## config.mk

```make
export PLATFORM = sky130hd
export DESIGN_NAME = pcbm_top
export DESIGN_NICKNAME = d
export VERILOG_FILES = /design/src/core/pcbm_pkg.sv /design/src/core/pcbm_fifo.sv /design/src/core/pcbm_top.sv
export SDC_FILE = /design/constraint.sdc
export NUM_CORES = 1
export LEC_CHECK = 0
export BUFFER_PORTS_ARGS = -buffer_cell sky130_fd_sc_hd__buf_2
export CORE_AREA = 10 10 189 236
export CTS_CLUSTER_DIAMETER = 100
export DETAILED_ROUTE_END_ITERATION = 6
export DIE_AREA = 0 0 199 246
export PLACE_DENSITY_LB_ADDON = 0.08
export SYNTH_ARGS = -nofsm -noshare
export SYNTH_HDL_FRONTEND = slang
export SYNTH_SLANG_ARGS = --single-unit
```

## constraint.sdc

```tcl
create_clock -name ref_clk -period 9.8 [get_ports ref_clk]
set_clock_uncertainty 0.15 [all_clocks]
set_input_delay 0.49 -clock ref_clk [delete_from_list [all_inputs] [get_ports ref_clk]]
set_output_delay 0.49 -clock ref_clk [all_outputs]
set_load 0.005 [all_outputs]
```

## src/core/pcbm_pkg.sv

```systemverilog
// constants for the panel cpu bus master
// assumes a 25 MHz ref_clk and a 16-bit 80-series panel
package pcbm_pkg;
  localparam int unsigned CLK_MHZ = 25;
  localparam int unsigned WORD_W = 16;
  localparam int unsigned FIFO_DEPTH = 16;
  // ------------------------------------------------------------
  // timing in ns and derived cycle counts (rounded up)
  // ------------------------------------------------------------
  localparam int unsigned WRITE_LOW_MIN_NS = 50;
  localparam int unsigned WRITE_HIGH_MIN_NS = 50;
  localparam int unsigned WRITE_CYCLE_MIN_NS = 100;
  localparam int unsigned READ_LOW_MIN_NS = 150;
  localparam int unsigned READ_HIGH_MIN_NS = 150;
  localparam int unsigned READ_CYCLE_MIN_NS = 300;
  localparam int unsigned PANEL_RESET_NS = 10000;
  localparam int unsigned PANEL_WAKE_NS = 10000;
  localparam int unsigned WRITE_LOW_CYC =
    (WRITE_LOW_MIN_NS * CLK_MHZ + 999) / 1000;
  localparam int unsigned WRITE_HIGH_CYC =
    (WRITE_HIGH_MIN_NS * CLK_MHZ + 999) / 1000;
  localparam int unsigned READ_LOW_CYC =
    (READ_LOW_MIN_NS * CLK_MHZ + 999) / 1000;
  localparam int unsigned READ_HIGH_CYC =
    (READ_HIGH_MIN_NS * CLK_MHZ + 999) / 1000;
  localparam int unsigned PANEL_RESET_CYC =
    (PANEL_RESET_NS * CLK_MHZ + 999) / 1000;
  localparam int unsigned PANEL_WAKE_CYC =
    (PANEL_WAKE_NS * CLK_MHZ + 999) / 1000;
  localparam int unsigned CNT_W = 9;
  // request word: [17] read, [16] index_or_data_select, [15:0] data
  localparam int unsigned REQ_READ_BIT = 17;
  localparam int unsigned REQ_SEL_BIT = 16;
  localparam int unsigned REQ_W = 18;

  typedef enum logic [2:0] {
    PCBM_ST_RESET = 3'b000,
    PCBM_ST_WAKE = 3'b001,
    PCBM_ST_IDLE = 3'b011,
    PCBM_ST_LOW = 3'b010,
    PCBM_ST_HIGH = 3'b110
  } pcbm_state_t;
endpackage

```

## src/core/pcbm_fifo.sv

```systemverilog
// request fifo for the panel cpu bus master
// assumes one clock, source and sink on ref_clk
`timescale 1ns/1ns
`default_nettype none
module pcbm_fifo #(
  parameter int unsigned WIDTH = 18,
  parameter int unsigned DEPTH = 16
) (
  input wire logic ref_clk,
  input wire logic rst,
  input wire logic in_valid,
  output logic in_ready,
  input wire logic [WIDTH-1:0] in_data,
  output logic out_valid,
  input wire logic out_ready,
  output logic [WIDTH-1:0] out_data
);
  localparam int unsigned AW = $clog2(DEPTH);
  logic [WIDTH-1:0] mem_r [DEPTH];
  logic [AW:0] wp_r, wp_nxt, rp_r, rp_nxt;
  logic push, pop;

  always_comb begin
    in_ready = (wp_r - rp_r) != (AW+1)'(DEPTH);
    out_valid = wp_r != rp_r;
    out_data = mem_r[rp_r[AW-1:0]];
    push = in_valid && in_ready;
    pop = out_valid && out_ready;
    wp_nxt = push ? wp_r + 1'b1 : wp_r;
    rp_nxt = pop ? rp_r + 1'b1 : rp_r;
  end

  always_ff @(posedge ref_clk or posedge rst) begin
    if (rst) begin
      wp_r <= '0;
      rp_r <= '0;
    end else begin
      wp_r <= wp_nxt;
      rp_r <= rp_nxt;
    end
  end

  always_ff @(posedge ref_clk) begin
    if (push) begin
      mem_r[wp_r[AW-1:0]] <= in_data;
    end
  end
endmodule // pcbm_fifo
`default_nettype wire

```

## src/core/pcbm_top.sv

```systemverilog
// panel cpu bus master: queues requests and strobes them to the panel
// assumes pin inputs synchronous to ref_clk; bus wire resolved outside
`timescale 1ns/1ns
`default_nettype none
module pcbm_top (
  input wire logic ref_clk,
  input wire logic rst,
  input wire logic req_valid,
  output logic req_ready,
  input wire logic req_read,
  input wire logic req_index_or_data_select,
  input wire logic [pcbm_pkg::WORD_W-1:0] req_data,
  output logic rsp_valid,
  output logic [pcbm_pkg::WORD_W-1:0] rsp_data,
  input wire logic boost_enable_req,
  output logic boost_supply_on,
  output logic panel_ready,
  output logic panel_cs_n,
  output logic index_or_data_select,
  output logic panel_rd_n,
  output logic panel_wr_n,
  output logic panel_reset_n,
  input wire logic [pcbm_pkg::WORD_W-1:0] panel_word_bus_in,
  output logic [pcbm_pkg::WORD_W-1:0] panel_word_bus_out,
  output logic panel_word_bus_oe
);
  import pcbm_pkg::*;

  logic fifo_ready;
  logic req_take;
  logic q_valid;
  logic q_pop;
  logic [REQ_W-1:0] q_data;

  // ------------------------------------------------------------
  // request queue
  // ------------------------------------------------------------
  // bursts wait here while the panel strobes slowly
  pcbm_fifo #(.WIDTH(REQ_W), .DEPTH(FIFO_DEPTH)) u_fifo (
    .ref_clk(ref_clk),
    .rst(rst),
    .in_valid(req_take),
    .in_ready(fifo_ready),
    .in_data({req_read, req_index_or_data_select, req_data}),
    .out_valid(q_valid),
    .out_ready(q_pop),
    .out_data(q_data)
  );

  // ------------------------------------------------------------
  // bus sequencer
  // ------------------------------------------------------------
  pcbm_state_t st_r, st_nxt;
  logic [CNT_W-1:0] cnt_r, cnt_nxt;
  logic rd_op_r, rd_op_nxt;
  logic cs_n_r, cs_n_nxt, sel_r, sel_nxt;
  logic rd_n_r, rd_n_nxt, wr_n_r, wr_n_nxt;
  logic res_n_r, res_n_nxt, oe_r, oe_nxt, rdy_r, rdy_nxt;
  logic [WORD_W-1:0] dout_r, dout_nxt, rsp_r, rsp_nxt;
  logic rsp_v_r, rsp_v_nxt, boost_r, boost_nxt, req_rdy_r, req_rdy_nxt;

  // ------------------------------------------------------------
  // request acceptance
  // ------------------------------------------------------------
  // a word is taken only while req_ready shows, so a word held over
  // the forced-low cycle after an accept is not queued twice
  always_comb begin
    req_take = req_valid && req_rdy_r;
  end

  // ------------------------------------------------------------
  // next-state logic
  // ------------------------------------------------------------

  always_comb begin
    st_nxt = st_r;
    cnt_nxt = cnt_r;
    rd_op_nxt = rd_op_r;
    cs_n_nxt = cs_n_r;
    sel_nxt = sel_r;
    rd_n_nxt = rd_n_r;
    wr_n_nxt = wr_n_r;
    res_n_nxt = res_n_r;
    oe_nxt = oe_r;
    rdy_nxt = rdy_r;
    dout_nxt = dout_r;
    rsp_nxt = rsp_r;
    rsp_v_nxt = 1'b0;
    q_pop = 1'b0;
    boost_nxt = boost_enable_req;
    req_rdy_nxt = fifo_ready && !req_take;
    case (st_r)
      PCBM_ST_RESET: begin
        // bus stays idle while the panel is held in reset
        res_n_nxt = 1'b0;
        if (cnt_r == CNT_W'(PANEL_RESET_CYC - 1)) begin
          res_n_nxt = 1'b1;
          cnt_nxt = '0;
          st_nxt = PCBM_ST_WAKE;
        end else begin
          cnt_nxt = cnt_r + 1'b1;
        end
      end
      PCBM_ST_WAKE: begin
        // settle time before the first access
        if (cnt_r == CNT_W'(PANEL_WAKE_CYC - 1)) begin
          cnt_nxt = '0;
          rdy_nxt = 1'b1;
          st_nxt = PCBM_ST_IDLE;
        end else begin
          cnt_nxt = cnt_r + 1'b1;
        end
      end
      PCBM_ST_IDLE: begin
        cs_n_nxt = 1'b1;
        rd_n_nxt = 1'b1;
        wr_n_nxt = 1'b1;
        oe_nxt = 1'b0;
        if (q_valid) begin
          // one request per visit; strobe and word leave together
          q_pop = 1'b1;
          rd_op_nxt = q_data[REQ_READ_BIT];
          sel_nxt = q_data[REQ_SEL_BIT];
          dout_nxt = q_data[WORD_W-1:0];
          cs_n_nxt = 1'b0;
          // exactly one strobe goes low
          rd_n_nxt = !q_data[REQ_READ_BIT];
          wr_n_nxt = q_data[REQ_READ_BIT];
          oe_nxt = !q_data[REQ_READ_BIT];
          cnt_nxt = '0;
          st_nxt = PCBM_ST_LOW;
        end
      end
      PCBM_ST_LOW: begin
        // read word taken on the last low cycle, strobe still low
        cnt_nxt = cnt_r + 1'b1;
        if (rd_op_r && cnt_r == CNT_W'(READ_LOW_CYC - 1)) begin
          rsp_nxt = panel_word_bus_in;
          rsp_v_nxt = 1'b1;
          rd_n_nxt = 1'b1;
          cnt_nxt = '0;
          st_nxt = PCBM_ST_HIGH;
        end else if (!rd_op_r && cnt_r == CNT_W'(WRITE_LOW_CYC - 1)) begin
          wr_n_nxt = 1'b1;
          cnt_nxt = '0;
          st_nxt = PCBM_ST_HIGH;
        end
      end
      PCBM_ST_HIGH: begin
        // data held through rising edge, released afterwards
        cs_n_nxt = 1'b1;
        oe_nxt = 1'b0;
        cnt_nxt = cnt_r + 1'b1;
        if ((rd_op_r && cnt_r == CNT_W'(READ_HIGH_CYC - 1)) ||
            (!rd_op_r && cnt_r == CNT_W'(WRITE_HIGH_CYC - 1))) begin
          cnt_nxt = '0;
          st_nxt = PCBM_ST_IDLE;
        end
      end
      default: begin
        st_nxt = PCBM_ST_RESET;
        cnt_nxt = '0;
      end
    endcase
  end

  // ------------------------------------------------------------
  // state registers
  // ------------------------------------------------------------
  always_ff @(posedge ref_clk or posedge rst) begin
    if (rst) begin
      st_r <= PCBM_ST_RESET;
      cnt_r <= '0;
      rd_op_r <= 1'b0;
      cs_n_r <= 1'b1;
      sel_r <= 1'b0;
      rd_n_r <= 1'b1;
      wr_n_r <= 1'b1;
      res_n_r <= 1'b0;
      oe_r <= 1'b0;
      rdy_r <= 1'b0;
      dout_r <= '0;
      rsp_r <= '0;
      rsp_v_r <= 1'b0;
      boost_r <= 1'b0;
      req_rdy_r <= 1'b0;
    end else begin
      st_r <= st_nxt;
      cnt_r <= cnt_nxt;
      rd_op_r <= rd_op_nxt;
      cs_n_r <= cs_n_nxt;
      sel_r <= sel_nxt;
      rd_n_r <= rd_n_nxt;
      wr_n_r <= wr_n_nxt;
      res_n_r <= res_n_nxt;
      oe_r <= oe_nxt;
      rdy_r <= rdy_nxt;
      dout_r <= dout_nxt;
      rsp_r <= rsp_nxt;
      rsp_v_r <= rsp_v_nxt;
      boost_r <= boost_nxt;
      req_rdy_r <= req_rdy_nxt;
    end
  end

  // ------------------------------------------------------------
  // outputs
  // ------------------------------------------------------------
  always_comb begin
    req_ready = req_rdy_r;
    rsp_valid = rsp_v_r;
    rsp_data = rsp_r;
    boost_supply_on = boost_r;
    panel_ready = rdy_r;
    panel_cs_n = cs_n_r;
    index_or_data_select = sel_r;
    panel_rd_n = rd_n_r;
    panel_wr_n = wr_n_r;
    panel_reset_n = res_n_r;
    panel_word_bus_out = dout_r;
    panel_word_bus_oe = oe_r;
  end
endmodule // pcbm_top
`default_nettype wire

```

==> metrics.txt, run 1 <==
# TYPE chip_impl_metric gauge
chip_impl_metric{name="rows",unit=""} 82
chip_impl_info{name="worstSetupStartpointType",value="flop"} 1
chip_impl_metric{name="die_w",unit="um"} 199
chip_impl_info{name="grt_setup_unrepaired",value="false"} 1
chip_impl_metric{name="vdd.ir_drop.worst",unit="mV"} 0.1018
chip_impl_metric{name="detailroute.via_count",unit=""} 6869
chip_impl_info{name="clockRootBuffer",value="sky130_fd_sc_hd__clkbuf_16"} 1
chip_impl_info{name="run_status",value="completed"} 1
chip_impl_metric{name="dpl.hpwl",unit="um"} 23180
chip_impl_metric{name="clock_tree_buffer_depth",unit=""} 3
chip_impl_info{name="timing_worst_setup_path_type",value="reg2reg"} 1
chip_impl_metric{name="total_core_area",unit="um2"} 39810
chip_impl_metric{name="num-fill-cells",unit=""} 3574
chip_impl_metric{name="antenna_violating_nets_post_route",unit=""} 0
chip_impl_metric{name="drt-pass1-iter-count",unit=""} 4
chip_impl_metric{name="clock_latency",unit="ns"} 0.54
chip_impl_metric{name="setup_tns",unit="ns"} 0
chip_impl_metric{name="design.die.area",unit="um2"} 48950
chip_impl_info{name="worstReg2RegStart",value="u_fifo.rp_r[1]$_DFFE_PP0P_"} 1
chip_impl_metric{name="synth-async-reset-ratio",unit="%"} 18.41
chip_impl_info{name="crit_start",value="u_fifo.rp_r[1]$_DFFE_PP0P_"} 1
chip_impl_info{name="synth_commonest_cells",value="288 x sky130_fd_sc_hd__edfxtp_1, 72 x sky130_fd_sc_hd__mux4_2, 62 x sky130_fd_sc_hd__dfrtp_1, 36 x sky130_fd_sc_hd__mux2i_1, 36 x sky130_fd_sc_hd__nand2_1"} 1
chip_impl_metric{name="first_global_vias",unit=""} 7508
chip_impl_metric{name="rrSetupSlack",unit="ns"} 4.97
chip_impl_info{name="setup.worst_path.end_class",value="flop"} 1
chip_impl_metric{name="power_leakage",unit="nW"} 5.798
chip_impl_metric{name="largest_net_degree_at_the_start_of_global_routing",unit=""} 49
chip_impl_metric{name="grt_antenna_before_repair",unit=""} 0
chip_impl_metric{name="worst_pin_slew",unit="ns"} 1.144
chip_impl_metric{name="req_time_crit_path",unit="ns"} 9.80
chip_impl_metric{name="pwr_density_cell",unit="nW/um2"} 214.0
chip_impl_info{name="post-synth-top-count-cell",value="sky130_fd_sc_hd__edfxtp_1"} 1
chip_impl_metric{name="whs",unit="ns"} 0.04216
chip_impl_metric{name="syn_area_per_cell",unit="um2"} 19.52
chip_impl_info{name="cts_tree",value="yes"} 1
chip_impl_metric{name="cts.reportedPaths.clkPinSlew",unit="ns"} 0.06
chip_impl_metric{name="routed_wirelength",unit="um"} 35710
chip_impl_metric{name="post-route-period-util",unit="%"} 49.33
chip_impl_metric{name="globalplace.congestion",unit=""} 0.8226
chip_impl_metric{name="synth_nets",unit=""} 758
chip_impl_metric{name="postSynthCellCount",unit=""} 709
chip_impl_metric{name="final_setup_vio_count",unit=""} 0
chip_impl_metric{name="postCtsResizedCells",unit=""} 0
chip_impl_info{name="worst_setup_path_endpoint",value="u_fifo.mem_r[9][9]$_DFFE_PP_"} 1
chip_impl_metric{name="syn2layout_area_growth",unit="%"} 15.90
chip_impl_metric{name="fmax",unit="GHz"} 0.2069
chip_impl_metric{name="drc_errors",unit=""} 0
chip_impl_info{name="holdCritPathClass",value="in2reg"} 1
chip_impl_info{name="ys_dominant_reg_cell",value="sky130_fd_sc_hd__edfxtp_1"} 1
chip_impl_metric{name="final_hold_viol_count",unit=""} 0
chip_impl_metric{name="synth_area",unit="um2"} 13840
chip_impl_metric{name="routed_wire_length_per_instance",unit="um"} 26.63
chip_impl_info{name="ys_top_cells_by_area",value="sky130_fd_sc_hd__edfxtp_1 62%, sky130_fd_sc_hd__mux4_2 12%, sky130_fd_sc_hd__dfrtp_1 11%"} 1
chip_impl_metric{name="yosys.cell_types.count",unit=""} 49
chip_impl_metric{name="final_net_count",unit=""} 855
chip_impl_metric{name="detail_route.vias_per_cell",unit=""} 5.122
chip_impl_metric{name="min_period",unit="ns"} 4.834
chip_impl_metric{name="timing.slew.headroom",unit="%"} 23.40
chip_impl_metric{name="slew_violations",unit=""} 0
chip_impl_metric{name="worst_ep_arrival_time",unit="ns"} 4.83
chip_impl_metric{name="die_height",unit="um"} 246
chip_impl_metric{name="placement.io_buffers",unit=""} 79
chip_impl_metric{name="final_layout_size_suffix_gt1_share",unit="%"} 29.55
chip_impl_metric{name="global_route.usage.total",unit="%"} 14.80
chip_impl_metric{name="synth_enable_flop_cells",unit=""} 288
chip_impl_metric{name="max_cap_violations",unit=""} 0
chip_impl_metric{name="drt-initial-drc-count",unit=""} 485
chip_impl_metric{name="timing.reg2reg.worst_path_depth",unit=""} 7
chip_impl_metric{name="synth-seq-cells",unit=""} 353
chip_impl_metric{name="synth_top_area_share",unit="%"} 62.48
chip_impl_metric{name="cts_buffers",unit=""} 39
chip_impl_metric{name="cts.htree.levels",unit=""} 2
chip_impl_metric{name="num_io_pins",unit=""} 80
chip_impl_info{name="synthDominantAreaCellType",value="sky130_fd_sc_hd__edfxtp_1"} 1
chip_impl_metric{name="starting_utilization_of_the_core_area",unit="%"} 34.77
chip_impl_metric{name="global_route.overflow_total",unit=""} 0
chip_impl_info{name="r2r-end",value="u_fifo.mem_r[9][9]$_DFFE_PP_"} 1
chip_impl_metric{name="yosysWarnings",unit=""} 0
chip_impl_metric{name="critical_path.max_fanout",unit=""} 39
chip_impl_metric{name="ys_seq_area_share",unit="%"} 74.26
chip_impl_metric{name="clkSinkCount",unit=""} 353
chip_impl_metric{name="grt_pass1_wl",unit="um"} 51700
per-layer routing:
layer  vias up  track usage (%)  part of all wire (%)
li1       3057                -                     -
met5         -                0                     0
met4         0            5.305                   3.5
met1      3592            17.23                    39
met2       173            26.34                    52
met3        47            3.042                   5.3
flip-flops by register name, summed over array words and instances (netlist names), named ones only:
signal and flops:
panel_word_bus_out 16, index_or_data_select 1, u_fifo.wp_r 5, boost_supply_on 1
panel_ready 1, u_fifo.mem_r 288, req_ready 1, panel_cs_n 1
panel_rd_n 1, panel_reset_n 1, rsp_valid 1, panel_word_bus_oe 1
u_fifo.rp_r 5, st_r 2, rd_op_r 1, panel_wr_n 1
rsp_data 16, cnt_r 9
how the worst min path moves through the flow:
stage | from | to | cells after the start | slack, ns
4_1_cts | panel_word_bus_in[3] | rsp_data[3]$_DFFE_PP0P_ | 2 | 0.02
6_report | panel_word_bus_in[4] | rsp_data[4]$_DFFE_PP0P_ | 2 | 0.04
3_3_place_gp | panel_ready$_DFFE_PP0P_ | panel_ready$_DFFE_PP0P_ | 1 | 0.29
5_1_grt | panel_word_bus_in[4] | rsp_data[4]$_DFFE_PP0P_ | 2 | 0.02
3_5_place_dp | panel_ready$_DFFE_PP0P_ | panel_ready$_DFFE_PP0P_ | 1 | 0.32
2_1_floorplan | panel_ready$_DFFE_PP0P_ | panel_ready$_DFFE_PP0P_ | 1 | 0.30
cells by family (layout without fill, tap and decap cells):
| kind of cell | after synthesis | after routing | share of synthesized area [%] |
|---|---|---|---|
| xor gates and xnor gates | 14 | 14 | 0.8859 |
| DFF | 353 | 353 | 74.26 |
| and+or+nand+nor | 110 | 110 | 3.941 |
| buffers and inverters | 41 | 168 | 1.320 |
| muxes | 125 | 125 | 15.70 |
| adders and majority gates | 11 | 11 | 0.9944 |
| AOI/OAI and AO/OA | 55 | 55 | 2.893 |
| other | 0 | 1 | 0 |
worst max-delay path, stage by stage (launching register included):
cell and delay, ns:
sky130_fd_sc_hd__dfrtp_2 1.02, sky130_fd_sc_hd__inv_1 0.21, sky130_fd_sc_hd__ha_1 0.39, sky130_fd_sc_hd__nor2b_1 0.17, sky130_fd_sc_hd__o31a_1 0.27, sky130_fd_sc_hd__or3_1 0.34
sky130_fd_sc_hd__a31oi_1 0.92, sky130_fd_sc_hd__and3_1 0.97
stage by stage:
step                      util [%]  setup WS (ns)  instances  instance area [um2]  total power, mW
after floorplan                  -          5.430        709                13840            1.936
final                        40.30          4.966       1341                16040            3.434
after CTS                    40.29          4.872       1340                16040            3.481
after global routing         40.29          4.617       1340                16040            3.574
after global placement       37.15          4.987       1267                14790            2.059
after detailed placement     37.15          4.887       1267                14790            2.069
cells in the final DEF (no fill, tap or decap), types with 10 or more instances in the layout:
| cell type | instances |
|---|---|
| sky130_fd_sc_hd__mux2i_1 | 36 |
| sky130_fd_sc_hd__buf_2 | 79 |
| sky130_fd_sc_hd__nand2_1 | 36 |
| sky130_fd_sc_hd__and3_1 | 13 |
| sky130_fd_sc_hd__o221ai_1 | 17 |
| sky130_fd_sc_hd__mux2_2 | 17 |
| sky130_fd_sc_hd__o21ai_0 | 11 |
| sky130_fd_sc_hd__nor2_1 | 20 |
| sky130_fd_sc_hd__mux4_2 | 72 |
| sky130_fd_sc_hd__xnor2_1 | 10 |
| sky130_fd_sc_hd__dfrtp_1 | 60 |
| sky130_fd_sc_hd__clkbuf_16 | 41 |
| sky130_fd_sc_hd__ha_1 | 11 |
| sky130_fd_sc_hd__edfxtp_1 | 288 |
| sky130_fd_sc_hd__clkinv_2 | 11 |
power by group:
part	internal, mW	switching (mW)	total (mW)
registers	1.73	0.0371	1.77
logic	0.0834	0.183	0.266
clock network	0.832	0.568	1.40
total	2.65	0.788	3.43
cell type report:
| cell class | instances | area (um2) | share of cell area [%] |
|---|---|---|---|
| diodes | 1 | 2.502 | 0.01560 |
| clock buffers | 52 | 1087 | 6.778 |
| clock inverters | 19 | 141.4 | 0.8814 |
| inverters | 10 | 38.79 | 0.2418 |
| multi-input cells | 315 | 3397 | 21.18 |
| flip-flops and latches | 353 | 10280 | 64.11 |
| well taps | 504 | 630.6 | 3.931 |
| repair buffers | 87 | 460.4 | 2.870 |
repair_timing:
| item | in CTS | in global routing |
|---|---|---|
| buffers inserted | 0 | 0 |
| endpoints found under the hold margin | 18 | 0 |
| hold buffers | 2 | 0 |
Power figures use the tool's default switching activity.
==> run 2, diff against run 1 <==
Clock period 9.8 ns to 4.8 ns, I/O delays scaled along.
==> run 2 against run 1 <==
Fmax up 43%. Via count increased by 3.7%. Flip-flop and latch count stayed put. Worst setup slack worse by 3.5 ns. Final cell count rose by 3.5%. Non-clock buffer count increased by 52. Die area unchanged. Critical path depth rose by 2. Critical endpoint is now u_fifo.mem_r[0][0]$_DFFE_PP_.
==> metrics.txt, run 2 (synthesized netlist as in run 1, its figures left out) <==
# TYPE chip_impl_metric gauge
chip_impl_info{name="run_status",value="completed"} 1
chip_impl_info{name="crit_slowest_cell",value="sky130_fd_sc_hd__and3_1"} 1
chip_impl_metric{name="req_time_crit_path",unit="ns"} 4.86
chip_impl_info{name="crit_start",value="u_fifo.rp_r[2]$_DFFE_PP0P_"} 1
chip_impl_info{name="timing.critical_path.cells",value="inv_1 > ha_1 > o21a_1 > o31a_1 > or3_1 > a31oi_1 > buf_4 > and3_1 > buf_4"} 1
chip_impl_info{name="worst_setup_path_endpoint",value="u_fifo.mem_r[0][0]$_DFFE_PP_"} 1
chip_impl_metric{name="max_cap_violations",unit=""} 0
chip_impl_metric{name="timing.slew.headroom",unit="%"} 19.78
chip_impl_info{name="clockRootBuffer",value="sky130_fd_sc_hd__clkbuf_16"} 1
chip_impl_metric{name="place_area",unit="um2"} 14920
chip_impl_metric{name="global_route.overflow_total",unit=""} 0
chip_impl_metric{name="first_global_vias",unit=""} 7737
chip_impl_metric{name="cts.htree.levels",unit=""} 2
chip_impl_metric{name="num_io_pins",unit=""} 80
chip_impl_metric{name="final_layout_size_suffix_gt1_share",unit="%"} 29.75
chip_impl_metric{name="die_w",unit="um"} 199
chip_impl_info{name="crit_path_frequent_cell",value="sky130_fd_sc_hd__buf_4"} 1
chip_impl_metric{name="timing.reg2reg.worst_path_depth",unit=""} 9
chip_impl_metric{name="placement.io_buffers",unit=""} 79
chip_impl_metric{name="final_net_count",unit=""} 905
chip_impl_metric{name="seq_power_share",unit="%"} 51.2
chip_impl_info{name="grt_setup_unrepaired",value="false"} 1
chip_impl_metric{name="total_core_area",unit="um2"} 39810
chip_impl_metric{name="postCtsResizedCells",unit=""} 0
chip_impl_metric{name="detailedPlace.worstSlack",unit="ns"} 1.414
chip_impl_metric{name="worst_ep_arrival_time",unit="ns"} 3.43
chip_impl_metric{name="min_period",unit="ns"} 3.373
chip_impl_metric{name="design.die.area",unit="um2"} 48950
chip_impl_metric{name="whs",unit="ns"} 0.2196
chip_impl_metric{name="combinationalPowerShare",unit="%"} 8.0
chip_impl_metric{name="grt_pass1_wl",unit="um"} 51320
chip_impl_metric{name="rows",unit=""} 82
chip_impl_metric{name="pwr_density_cell",unit="nW/um2"} 426.6
chip_impl_metric{name="final_setup_vio_count",unit=""} 0
chip_impl_metric{name="routed_wirelength",unit="um"} 34000
chip_impl_metric{name="finalInstanceArea",unit="um2"} 16510
chip_impl_metric{name="post_cts_buffers",unit=""} 0
chip_impl_metric{name="detailroute.via_count",unit=""} 7120
chip_impl_info{name="most_common_cell_after_layout_fill_and_taps_aside",value="sky130_fd_sc_hd__edfxtp_1"} 1
chip_impl_metric{name="drc_errors",unit=""} 0
chip_impl_metric{name="clock_power_share",unit="%"} 40.8
chip_impl_metric{name="largest_net_degree_at_the_start_of_global_routing",unit=""} 74
chip_impl_info{name="holdCritPathClass",value="in2reg"} 1
chip_impl_metric{name="globalplace.congestion",unit=""} 0.7343
chip_impl_info{name="timing_worst_setup_path_type",value="reg2reg"} 1
chip_impl_info{name="layout.cells.most_common_list",value="288 x sky130_fd_sc_hd__edfxtp_1, 79 x sky130_fd_sc_hd__buf_2, 72 x sky130_fd_sc_hd__mux4_2, 60 x sky130_fd_sc_hd__dfrtp_1, 38 x sky130_fd_sc_hd__clkbuf_16"} 1
chip_impl_metric{name="cellInternalPower",unit="mW"} 5.447
chip_impl_info{name="setup.worst_path.end_class",value="flop"} 1
chip_impl_metric{name="power_leakage",unit="nW"} 6.024
chip_impl_metric{name="starting_utilization_of_the_core_area",unit="%"} 34.77
chip_impl_metric{name="critPathMaxStageDelay",unit="ns"} 0.56
chip_impl_metric{name="antennaDiodeCount",unit=""} 0
chip_impl_metric{name="worst_slack",unit="ns"} 1.427
chip_impl_metric{name="clock_latency",unit="ns"} 0.53
chip_impl_metric{name="final_hold_viol_count",unit=""} 0
chip_impl_metric{name="setup_tns",unit="ns"} 0
chip_impl_metric{name="worst_pin_slew",unit="ns"} 1.200
chip_impl_metric{name="post-route-period-util",unit="%"} 70.26
chip_impl_metric{name="dpl.hpwl",unit="um"} 19670
chip_impl_metric{name="clock_tree_buffer_depth",unit=""} 3
chip_impl_metric{name="detail_route.vias_per_cell",unit=""} 5.130
chip_impl_metric{name="critical_path.max_fanout",unit=""} 16
chip_impl_metric{name="fmax",unit="GHz"} 0.2965
chip_impl_metric{name="net-switching-power",unit="mW"} 1.596
chip_impl_metric{name="largest_register_ffs",unit=""} 288
chip_impl_metric{name="clkSinkCount",unit=""} 353
chip_impl_metric{name="global_route.usage.total",unit="%"} 14.12
chip_impl_metric{name="drt-pass1-iter-count",unit=""} 4
chip_impl_info{name="worstSetupStartpointType",value="flop"} 1
chip_impl_metric{name="netSwitchingFraction",unit="%"} 22.66
chip_impl_info{name="cts_tree",value="yes"} 1
chip_impl_metric{name="syn2layout_area_growth",unit="%"} 19.28
chip_impl_metric{name="vdd.ir_drop.worst",unit="mV"} 0.1995
chip_impl_metric{name="rrSetupSlack",unit="ns"} 1.43
chip_impl_metric{name="totalPowerFinal",unit="mW"} 7.043
chip_impl_metric{name="cts.reportedPaths.clkPinSlew",unit="ns"} 0.06
chip_impl_info{name="r2r-end",value="u_fifo.mem_r[0][0]$_DFFE_PP_"} 1
chip_impl_info{name="worstReg2RegStart",value="u_fifo.rp_r[2]$_DFFE_PP0P_"} 1
chip_impl_metric{name="die_height",unit="um"} 246
chip_impl_metric{name="grt_antenna_before_repair",unit=""} 1
chip_impl_metric{name="routed_wire_length_per_instance",unit="um"} 24.50
chip_impl_metric{name="drt-initial-drc-count",unit=""} 418
chip_impl_metric{name="antenna_violating_nets_post_route",unit=""} 0
chip_impl_metric{name="slew_violations",unit=""} 0
chip_impl_metric{name="cts_buffers",unit=""} 37
==> run 2: cell count changes in the layout (fill, tap and decap cells not counted), moves of 2 or more <==
cell,before,now
sky130_fd_sc_hd__clkinv_2,11,5
sky130_fd_sc_hd__buf_4,6,23
sky130_fd_sc_hd__clkbuf_8,2,6
sky130_fd_sc_hd__dlygate4sd3_1,2,37
sky130_fd_sc_hd__clkbuf_1,9,7
sky130_fd_sc_hd__clkbuf_16,41,38
==> run 2: power by group through the flow <==
stage          registers, mW  clock network [mW]  logic [mW]
2_1_floorplan           3.64                   0       0.314
3_3_place_gp            3.66                   0       0.544
3_5_place_dp            3.67                   0       0.556
4_1_cts                 3.60                2.97       0.583
5_1_grt                 3.62                3.09       0.633
6_report                3.60                2.87       0.566
==> run 2: how the worst min path moves through the flow <==
| stage | startpoint | to | cells past startpoint | slack (ns) |
|---|---|---|---|---|
| floorplan | boost_enable_req | boost_supply_on$_DFF_PP0_ | 0 | 0.12 |
| global placement | boost_enable_req | boost_supply_on$_DFF_PP0_ | 1 | 0.20 |
| detailed placement | boost_enable_req | boost_supply_on$_DFF_PP0_ | 1 | 0.20 |
| CTS | boost_enable_req | boost_supply_on$_DFF_PP0_ | 2 | 0.19 |
| global route | boost_enable_req | boost_supply_on$_DFF_PP0_ | 2 | 0.22 |
| finish | boost_enable_req | boost_supply_on$_DFF_PP0_ | 2 | 0.22 |
==> run 2: area by class of cell <==
class                   instances  area [um2]
clock buffers                  52        1067
multi-input cells             315        3397
clock inverters                15       153.9
repair buffers                139       938.4
fillers                      3522       23300
inverters                      10       38.79
flip-flops and latches        353       10280
well taps                     504       630.6
==> run 2: stage by stage <==
| stage | utilization (%) | cells |
|---|---|---|
| 4_1_cts | 41.47 | 1388 |
| 3_5_place_dp | 37.47 | 1284 |
| 5_1_grt | 41.47 | 1388 |
| 2_1_floorplan | - | 709 |
| 3_3_place_gp | 37.47 | 1284 |
| 6_report | 41.47 | 1388 |
==> run 2: what timing repair did <==
item | 4_1_cts | 5_1_grt
hold endpoints to repair | 369 | 0
setup endpoints to repair | 0 | 0
hold buffers | 37 | 0
==> run 2: layer usage <==
layer	GRT usage (%)	vias up	share of wire (%)
met1	17.62	3754	42
met2	24.12	158	51
met5	0	-	0.038
met4	4.765	2	2.9
met3	2.646	57	4.4
li1	-	3149	-
==> run 2: critical path, delay by kind of cell (launching register included) <==
family          cells  cell delay [ns]
simple gates        2             0.88
buf+inv             3             0.71
compound gates      3             0.49
flops               1             0.47
fa+ha+maj           1             0.34
